### src/core/hs_supervisor_pkg.sv
// package: constants, register map and types for the hot swap supervisor
package hs_supervisor_pkg;

   // clock and long intervals
   localparam longint CLK_HZ        = 64'd250_000_000;  // mclk rate in hz
   localparam longint TEN_SEC_S     = 64'd10;           // retry window, cool time, good time in seconds
   localparam int     CNT_W         = 33;               // wide enough for ten seconds of mclk
   localparam logic [CNT_W-1:0] TEN_SEC_CNT = CNT_W'(TEN_SEC_S * CLK_HZ);

   // retry bookkeeping
   localparam logic [2:0] RETRY_LIMIT = 3'h7;           // events allowed before lockout

   // register map, byte addresses
   localparam int         ADDR_W     = 8;
   localparam logic [7:0] CTRL_ADDR  = 8'h00;
   localparam logic [7:0] STAT_ADDR  = 8'h04;
   localparam logic [7:0] MASK_ADDR  = 8'h08;
   localparam logic [7:0] STATE_ADDR = 8'h0c;

   // control register fields
   localparam int CTRL_VARIANT = 0;                     // 0: 2 mv sense limit, 1: 4 mv
   localparam int CTRL_ROUTE1  = 1;                     // fet health onto primary alert
   localparam int CTRL_ROUTE2  = 2;                     // fet health onto secondary alert
   localparam int CTRL_ENABLE  = 3;                     // hot swap function on
   localparam logic [3:0] CTRL_RESET = 4'ha;            // route1 and enable set

   // status and mask fields
   localparam int STAT_W       = 5;
   localparam int ST_OC_FAULT  = 0;
   localparam int ST_FET_BAD   = 1;
   localparam int ST_LIMIT     = 2;
   localparam int ST_SHUTDOWN_N_EVT  = 3;
   localparam int ST_RESTART   = 4;
   localparam logic [STAT_W-1:0] STAT_RESET = 5'h00;
   localparam logic [STAT_W-1:0] MASK_RESET = 5'h00;

   // hot swap states, gray along on -> latched -> halted -> cooling
   typedef enum logic [1:0] {
      HS_ON      = 2'b00,
      HS_LATCHED = 2'b01,
      HS_HALTED  = 2'b11,
      HS_COOLING = 2'b10
   } hs_state_e;

   // analog comparator decisions, one bit each
   typedef struct packed {
      logic drain_low;      // drain below 2 v
      logic gate_high;      // gate near upper rail
      logic gate_low;       // gate below about 1 v
      logic sense_over_lo;  // sense above 2 mv
      logic sense_over_hi;  // sense above 4 mv
      logic uv_rise;        // undervolt_rise_in above its threshold
      logic uv_fall;        // undervolt_fall_in above its threshold
   } cmp_s;

   localparam int   CMP_W     = $bits(cmp_s);
   localparam cmp_s CMP_RESET = '0;

endpackage : hs_supervisor_pkg

### src/core/hs_supervisor.sv
// hot swap status outputs, shutdown/restart handling and retry supervision
//
// The implementer's own choices: the placing of the registers and strobed register access.
`timescale 1ns/10ps

module hs_supervisor
   import hs_supervisor_pkg::*;
#(
   parameter logic [hs_supervisor_pkg::CNT_W-1:0] TEN_SEC_CYCLES = hs_supervisor_pkg::TEN_SEC_CNT
) (
   // clock and uvlo reset
   input  wire logic                                mclk,
   input  wire logic                                resetn,
   // comparator decisions
   input  wire hs_supervisor_pkg::cmp_s             cmp_in,
   input  wire logic                                ov_in,
   input  wire logic                                oc_fault_in,
   // system controller lines
   input  wire logic                                shutdown_n,
   input  wire logic                                restart_n,
   // register port
   input  wire logic [hs_supervisor_pkg::ADDR_W-1:0] reg_addr,
   input  wire logic [31:0]                         reg_wdata,
   input  wire logic                                reg_wr,
   input  wire logic                                reg_rd,
   output logic      [31:0]                         reg_rdata,
   // status outputs
   output logic                                     gate_on,
   output logic                                     power_good_n,
   output logic                                     supply_window_ok,
   output logic                                     lockout_n,
   output logic                                     primary_alert_out,
   output logic                                     secondary_alert_out,
   output logic                                     irq
);
   import hs_supervisor_pkg::*;

   ////////////////////////////////////////////////////////////////////////////
   // comparator synchroniser

   cmp_s sync1_q;                        // first stage, read only by second
   cmp_s sync2_q;                        // usable comparator levels

   // one pair of flops per comparator bit
   genvar gi;
   generate
      for (gi = 0; gi < CMP_W; gi++) begin : g_sync
         always_ff @(posedge mclk) begin
            if (!resetn) begin
               sync1_q[gi] <= 1'b0;
               sync2_q[gi] <= 1'b0;
            end else begin
               sync1_q[gi] <= cmp_in[gi];
               sync2_q[gi] <= sync1_q[gi];
            end
         end
      end
   endgenerate

   ////////////////////////////////////////////////////////////////////////////
   // state declarations

   hs_state_e          state_q, state_d;      // hot swap state
   logic               uv_fault_q, uv_fault_d; // undervolt held
   logic [2:0]         evt_cnt_q, evt_cnt_d;   // fault/shutdown events
   logic               limit_q, limit_d;       // seven-event alert
   logic [CNT_W-1:0]   win_cnt_q, win_cnt_d;   // event window timer
   logic [CNT_W-1:0]   pg_cnt_q, pg_cnt_d;     // continuous power good time
   logic [CNT_W-1:0]   cool_cnt_q, cool_cnt_d; // restart cool-down timer
   logic               shutdown_n_prev_q, rst_prev_q; // edge history
   logic [3:0]         ctrl_q, ctrl_d;         // control register
   logic [STAT_W-1:0]  stat_q, stat_d;         // sticky events
   logic [STAT_W-1:0]  mask_q, mask_d;         // interrupt mask
   logic [31:0]        rdata_d;
   logic               gate_d, pg_n_d, sup_ok_d, lock_n_d, alert1_d, alert2_d, irq_d;

   // combinational helpers
   logic               shutdown_n_fall, shutdown_n_rise, rst_fall, evt, fet_bad, pg_now;
   logic [STAT_W-1:0]  stat_set, stat_clr;

   ////////////////////////////////////////////////////////////////////////////
   // supervision next state

   always_comb begin
      shutdown_n_fall  = shutdown_n_prev_q & ~shutdown_n;
      shutdown_n_rise  = ~shutdown_n_prev_q & shutdown_n;
      rst_fall   = rst_prev_q & ~restart_n;                      // falling edge only
      state_d    = state_q;
      evt_cnt_d  = evt_cnt_q;
      limit_d    = limit_q;
      cool_cnt_d = cool_cnt_q;
      stat_set   = '0;

      // uv fault sets on low fall comparator, clears above rise threshold
      uv_fault_d = uv_fault_q;
      if (!sync2_q.uv_fall) begin
         uv_fault_d = 1'b1;
      end else if (sync2_q.uv_rise) begin
         uv_fault_d = 1'b0;
      end

      // an overcurrent only counts while the gate is really driven
      evt = (oc_fault_in & gate_on) | shutdown_n_fall;

      if (uv_fault_d) begin
         // undervolt wipes every latched condition
         state_d    = HS_ON;
         evt_cnt_d  = '0;
         limit_d    = 1'b0;
         cool_cnt_d = '0;
      end else if (rst_fall) begin
         // timed restart wins over latch-off and lockout
         state_d    = HS_COOLING;
         cool_cnt_d = '0;
         evt_cnt_d  = '0;
         limit_d    = 1'b0;
      end else begin
         if (evt && evt_cnt_q != RETRY_LIMIT) begin
            evt_cnt_d = evt_cnt_q + 3'h1;
         end
         unique case (state_q)
            HS_ON: begin
               if (oc_fault_in && gate_on) begin
                  state_d = HS_LATCHED;
                  stat_set[ST_OC_FAULT] = 1'b1;
               end else if (shutdown_n_rise && evt_cnt_q >= RETRY_LIMIT) begin
                  state_d = HS_HALTED;
               end
            end
            HS_LATCHED: begin
               if (!shutdown_n) begin
                  state_d = HS_ON;                               // low level releases
               end
            end
            HS_HALTED: begin
               state_d = HS_HALTED;                              // only uv or restart leave
            end
            HS_COOLING: begin
               if (cool_cnt_q >= TEN_SEC_CYCLES - CNT_W'(1)) begin
                  state_d = HS_ON;                               // fresh power-up
                  stat_set[ST_RESTART] = 1'b1;
               end else begin
                  cool_cnt_d = cool_cnt_q + CNT_W'(1);
               end
            end
         endcase
         if (evt_cnt_d == RETRY_LIMIT && !limit_q) begin
            limit_d = 1'b1;                                      // shutdown never clears it
            stat_set[ST_LIMIT] = 1'b1;
         end
         // event window: until the limit is set, count expires ten seconds after it started
         if (win_cnt_q >= TEN_SEC_CYCLES - CNT_W'(1) && !limit_q) begin
            evt_cnt_d = '0;
         end
         // ten seconds of continuous power good clears the count
         if (pg_cnt_q >= TEN_SEC_CYCLES - CNT_W'(1)) begin
            evt_cnt_d = '0;
         end
      end
      stat_set[ST_SHUTDOWN_N_EVT] = shutdown_n_fall;

      // window and power good timers, held clear in uv
      win_cnt_d = (evt_cnt_q == '0 || evt_cnt_d == '0 || uv_fault_d) ? '0 : win_cnt_q + CNT_W'(1);
      pg_now    = gate_on & sync2_q.drain_low & sync2_q.gate_high;
      pg_cnt_d  = (!pg_now || uv_fault_d || pg_cnt_q >= TEN_SEC_CYCLES - CNT_W'(1)) ? '0 :
                  pg_cnt_q + CNT_W'(1);

      // gate drive: enabled, on, not shut down, inside supply window
      gate_d = (state_d == HS_ON) && shutdown_n && ctrl_q[CTRL_ENABLE]
               && !uv_fault_d && !ov_in && !(oc_fault_in && gate_on);
      sup_ok_d = !uv_fault_d && !ov_in;
      // power good only with gate on and drain low, faults release it
      pg_n_d   = !(gate_d && sync2_q.drain_low && sync2_q.gate_high);
      lock_n_d = (state_d != HS_LATCHED);

      // shorted pass transistor while held off
      fet_bad  = !gate_on && sync2_q.gate_low &&
                 (ctrl_q[CTRL_VARIANT] ? sync2_q.sense_over_hi : sync2_q.sense_over_lo);
      stat_set[ST_FET_BAD] = fet_bad;
      alert1_d = fet_bad && ctrl_q[CTRL_ROUTE1];
      alert2_d = !(limit_d || (fet_bad && ctrl_q[CTRL_ROUTE2]));       // active low
   end

   ////////////////////////////////////////////////////////////////////////////
   // register port next values

   always_comb begin
      ctrl_d   = ctrl_q;
      mask_d   = mask_q;
      stat_clr = '0;
      if (reg_wr) begin
         unique case (reg_addr)
            CTRL_ADDR: ctrl_d   = reg_wdata[3:0];
            STAT_ADDR: stat_clr = reg_wdata[STAT_W-1:0];
            MASK_ADDR: mask_d   = reg_wdata[STAT_W-1:0];
            default:   ctrl_d   = ctrl_q;                // unmapped writes ignored
         endcase
      end
      // a new event beats a write-one clear in the same cycle
      stat_d = (stat_q & ~stat_clr) | stat_set;
      irq_d  = |(stat_d & mask_d);
      // read data stands only in the cycle after the strobe
      rdata_d = '0;
      if (reg_rd) begin
         unique case (reg_addr)
            CTRL_ADDR:  rdata_d = {28'h0000000, ctrl_q};
            STAT_ADDR:  rdata_d = {27'h0000000, stat_q};
            MASK_ADDR:  rdata_d = {27'h0000000, mask_q};
            STATE_ADDR: rdata_d = {25'h0000000, uv_fault_q, limit_q, evt_cnt_q, state_q};
            default:    rdata_d = '0;                    // unmapped reads zero
         endcase
      end
   end

   ////////////////////////////////////////////////////////////////////////////
   // registers

   // all state loaded with reset values while uvlo holds reset: uv fault set, control at CTRL_RESET
   always_ff @(posedge mclk) begin
      if (!resetn) begin
         state_q             <= HS_ON;
         uv_fault_q          <= 1'b1;
         evt_cnt_q           <= '0;
         limit_q             <= 1'b0;
         win_cnt_q           <= '0;
         pg_cnt_q            <= '0;
         cool_cnt_q          <= '0;
         shutdown_n_prev_q         <= 1'b1;
         rst_prev_q          <= 1'b1;
         ctrl_q              <= CTRL_RESET;             // primary route on
         stat_q              <= STAT_RESET;
         mask_q              <= MASK_RESET;
         reg_rdata           <= '0;
         gate_on             <= 1'b0;
         power_good_n        <= 1'b1;
         supply_window_ok    <= 1'b0;
         lockout_n           <= 1'b1;
         primary_alert_out   <= 1'b0;
         secondary_alert_out <= 1'b1;
         irq                 <= 1'b0;
      end else begin
         state_q             <= state_d;
         uv_fault_q          <= uv_fault_d;
         evt_cnt_q           <= evt_cnt_d;
         limit_q             <= limit_d;
         win_cnt_q           <= win_cnt_d;
         pg_cnt_q            <= pg_cnt_d;
         cool_cnt_q          <= cool_cnt_d;
         shutdown_n_prev_q         <= shutdown_n;
         rst_prev_q          <= restart_n;
         ctrl_q              <= ctrl_d;
         stat_q              <= stat_d;
         mask_q              <= mask_d;
         reg_rdata           <= rdata_d;
         gate_on             <= gate_d;
         power_good_n        <= pg_n_d;
         supply_window_ok    <= sup_ok_d;
         lockout_n           <= lock_n_d;
         primary_alert_out   <= alert1_d;
         secondary_alert_out <= alert2_d;
         irq                 <= irq_d;
      end
   end

endmodule : hs_supervisor

### config.mk
export PLATFORM = sky130hd
export DESIGN_NAME = hs_supervisor
export DESIGN_NICKNAME = d
export VERILOG_FILES = /design/src/core/hs_supervisor_pkg.sv /design/src/core/hs_supervisor.sv
export SDC_FILE = /design/constraint.sdc
export NUM_CORES = 1
export LEC_CHECK = 0
export BUFFER_PORTS_ARGS = -buffer_cell sky130_fd_sc_hd__buf_2
export CELL_PAD_IN_SITES_DETAIL_PLACEMENT = 0
export CELL_PAD_IN_SITES_GLOBAL_PLACEMENT = 1
export CORE_MARGIN = 5
export CORE_UTILIZATION = 48
export CTS_BUF_LIST = sky130_fd_sc_hd__clkbuf_8
export DETAILED_ROUTE_END_ITERATION = 12
export MAX_ROUTING_LAYER = met4
export PLACE_DENSITY = 0.88
export SYNTH_ARGS = -nofsm -noshare
export SYNTH_HDL_FRONTEND = slang
export SYNTH_SLANG_ARGS = --single-unit
export TNS_END_PERCENT = 20
### constraint.sdc
create_clock -name mclk -period 7.5 [get_ports mclk]
set_clock_uncertainty 0.15 [all_clocks]
set_input_delay 1.5 -clock mclk [delete_from_list [all_inputs] [get_ports mclk]]
set_output_delay 1.5 -clock mclk [all_outputs]
set_load 0.01 [all_outputs]
==> results.md <==
- The share of synthesized area in the top cell type comes to 0.4444.
- The final-layout fill cell count is 1237.
- The area of the mapped netlist is 6756 µm².
- The clock period minus worst slack is around 3800 ps.
- 0 antenna diodes ended up in the layout.
- The CTS tree is yes.
- The worst path arrival time is a little over 4000 ps.
- The floorplan row count is 43.
- The peak fanout along the critical path is 31.
- The initial antenna violation count is 0.
- The tool flagged a number of max-cap violations equal to 0.
- The total clock sinks is 150.
- The remaining design rule violation count is 0.
- By area the synthesized netlist is led by sky130_fd_sc_hd__dfxtp_1 44%, sky130_fd_sc_hd__nor2_1 8.0%, sky130_fd_sc_hd__xor2_1 7.5%, sky130_fd_sc_hd__nand3_1 4.4%, sky130_fd_sc_hd__xnor2_1 3.8%.
- In this run the tool buffered the top-level ports with 41 buffer cells.
- Leaving out fill and tap cells, the most frequent cells in the layout are 150 x sky130_fd_sc_hd__dfxtp_1, 144 x sky130_fd_sc_hd__nor2_1, 59 x sky130_fd_sc_hd__nand3_1, 58 x sky130_fd_sc_hd__xor2_1, 57 x sky130_fd_sc_hd__nand2_1.
- Setup repair after global routing left no endpoint under its margin.
- The CTS root buffer is sky130_fd_sc_hd__clkbuf_8.
- The estimated wirelength of the detail-placed design is ~9.5 mm.
- The number of buffers created by CTS is 17.
- During I/O placement, the number of pins put on the boundary was 94.
- The fraction of final layout cells with drive strength greater than 1 is 0.1036.
- The power density of the placed cells is 197.6 nW/µm².
- The die outline height is around 130 µm.
- With fillers left out, the area of the finished cells amounts to 7385 µm².
- For this run, the top clock speed supported by timing is 260.3 MHz.
- The count of final hold-check violations is 0.
- The number of different library cells used by synthesis comes to 59.
- The library cell contributing the largest single delay on the critical path is sky130_fd_sc_hd__or2_1.
- The run finished with clean final reports.
- The part of the Yosys area used for sequential elements is 0.4444.
- For this design, the CTS-stage hold fixing added 0 buffers.
- The sum of negative setup slack is 0 ps.
- The area inside the core boundary is 13830 µm².
- The library cell used most frequently in the layout, excluding fill and tap cells, is sky130_fd_sc_hd__dfxtp_1.
- The floorplan die area is approximately 17000 µm².
- For the worst-skew pair, the clock arrives at the later sink with an insertion delay of 450 ps.
- The H-tree was split into 4 levels.
- The share of the clock period used by the worst path is 0.5121.
- The count of state elements after synthesis is 150.
- Dividing the synthesized area by the synthesized cell count gives 8.673 µm².
- The fraction of registers with async set/reset is 0.
- The clock transition at the registers of the reported paths is roughly 80 ps.
- The total global routing overflow is 0.
- The transition time at the pin with the least slew margin is 1054 ps.
- Along the worst hold path, the cell count comes to 1.
- Headroom to the max-slew limit came out at 0.2971.
- VDD sags by at most approximately 0.11 mV.
- The gate count of the mapped netlist is 779.
- The count of flip-flops with a built-in enable after synthesis is 0.
- The number of detailed-routing iterations run before antenna repair is 4.
- For this run, the post-layout net count is slightly below 900.
- The final number of setup-violating endpoints is 0.
- Compared with the post-synthesis result, the final layout area differs by 9.296%.
- The post-detailed-route count of antenna-violating nets is 0.
- The maximum number of pins on one net before global-route repair is 33.
- The final number of max-transition violations is 0.
- The number of cells on the worst reg-to-reg path is 7.
- Summing all placed instances gives a cell area of 6980 µm².
- STA puts the critical path data required time at 7720 ps.
- The number of DRC markers after the initial detailed-route iteration is between 300 and 400.
- The cell occurring most often along the worst timing path is sky130_fd_sc_hd__nor2_1.
- In this run the post-CTS setup repair buffer count came out at 0.
- The via count of the first global-routing pass is 5045.
- The average detailed-routed wire length per instance is 13.18 µm.
- The worst register-to-register path has a setup slack of around 4400 ps.
- At the end of routability-driven placement, the weighted congestion stood at just over 0.8.
- The path class of the tightest hold or removal check is flop to flop.
- The first global-routing pass estimated 22.90 mm of wire.
- The effective utilization at floorplan is 0.4886.
- Walking the worst path, the cells encountered are buf_2, nand3_1, nor2_1, o211ai_1, or3_1, or2_1, nor2_1.
- STA classifies the critical path startpoint as an input port.
- The primary flip-flop cell chosen by synthesis mapping is sky130_fd_sc_hd__dfxtp_1.
- Wires add up to 13.31 mm.
- The worst setup path is captured at a flop.
- The largest single stage delay on the critical path is 650 ps.
- The setup path with the least slack is of type input port to flop.
- Detailed routing inserted a total of 5234 vias.
- Across every metal layer, demand over resource in global routing totals 0.1729.
- The via count normalized by instance count is 5.182.
- Post-CTS repair changed the size of 0 cells.
- In this run the horizontal extent of the chip is around 130 µm.
- The analysis attributes to cell leakage a power of 2.607 nW.
- The buffer depth of the longest clock path is 2.
- During synthesis, Yosys emitted a total of 0 warnings.
- The cell taking the most area after synthesis is sky130_fd_sc_hd__dfxtp_1.
[worst max-delay path: cells and delay by family]
family          cells  cell delay [ps]
simple gates        5             2050
compound gates      1              150
buf+inv             1              340
[sequential cells by signal, indices dropped and copies added, names as in the netlist, 2 cells and up]
name        flops
sync1_q         7
reg_rdata       7
sync2_q         7
cool_cnt_q     33
evt_cnt_q       3
mask_q          5
pg_cnt_q       33
ctrl_q          4
win_cnt_q      33
stat_q          5
state_q         2
[worst paths after layout]
| path | startpoint | to |
|---|---|---|
| worst max-delay path | resetn | win_cnt_q[19] |
| worst min-delay path | sync2_q[6] | power_good_n |
| worst max register to register | pg_cnt_q[5] | win_cnt_q[19] |
| worst min register to register | sync2_q[6] | power_good_n |
[area by class of cell]
type	instances	area (µm²)	area share
multi-input combinational	587	3468	0.4697
sequential	150	3003	0.4066
tap	180	225.2	0.03050
inverter	19	71.32	0.009658
clock buffer	19	261.5	0.03541
clock inverter	13	142.6	0.01932
timing repair buffer	42	212.7	0.02880
[kinds of logic (layout without fill, tap and decap cells)]
group | count (synthesis) | in the layout | synth area share
AO/OA/AOI/OAI | 54 | 54 | 0.05574
XOR/XNOR | 87 | 87 | 0.1128
adder cells (fa/ha/maj) | 6 | 6 | 0.01111
buffers and inverters | 67 | 93 | 0.05611
flip-flops | 150 | 150 | 0.4444
multiplexers | 16 | 16 | 0.03130
other | 1 | 26 | 0.0005550
AND/OR/NAND/NOR | 398 | 398 | 0.2880
[power breakdown]
group	total [mW]	switching [mW]	internal [mW]
logic	0.0305	0.0190	0.0115
registers	0.802	0.00141	0.801
clock network	0.627	0.310	0.316
[per-layer routing]
metal,global-route usage,wire [µm],share of wire,vias to the layer above
met4,0.06918,254,0.019,0
met3,0.04276,656,0.049,20
met5,-,0,0,-
met2,0.2780,6258,0.47,98
met1,0.2083,6142,0.46,2446
li1,-,-,-,2670
[cells in the mapped netlist, types with 14 or more instances]
| cell | number |
|---|---|
| sky130_fd_sc_hd__a21oi_1 | 14 |
| sky130_fd_sc_hd__and2_1 | 23 |
| sky130_fd_sc_hd__and3_1 | 16 |
| sky130_fd_sc_hd__buf_4 | 25 |
| sky130_fd_sc_hd__clkbuf_1 | 16 |
| sky130_fd_sc_hd__dfxtp_1 | 150 |
| sky130_fd_sc_hd__inv_1 | 19 |
| sky130_fd_sc_hd__nand2_1 | 57 |
| sky130_fd_sc_hd__nand3_1 | 59 |
| sky130_fd_sc_hd__nand4_1 | 26 |
| sky130_fd_sc_hd__nor2_1 | 144 |
| sky130_fd_sc_hd__nor3_1 | 21 |
| sky130_fd_sc_hd__xnor2_1 | 29 |
| sky130_fd_sc_hd__xor2_1 | 58 |
[per-stage QoR]
stage          utilization  hold WS [ps]  std cells  power, mW  worst slack, ps
2_1_floorplan            -         218.5        804     0.8491             3969
3_3_place_gp        0.5048         226.2        978     0.8503             3294
3_5_place_dp        0.5048         225.8        978     0.8510             3155
4_1_cts             0.5341         245.5       1010      1.479             3632
5_1_grt             0.5341         253.5       1010      1.516             3355
6_report            0.5341         247.9       1010      1.459             3659
Note: power is estimated with default switching activity, not from simulation.
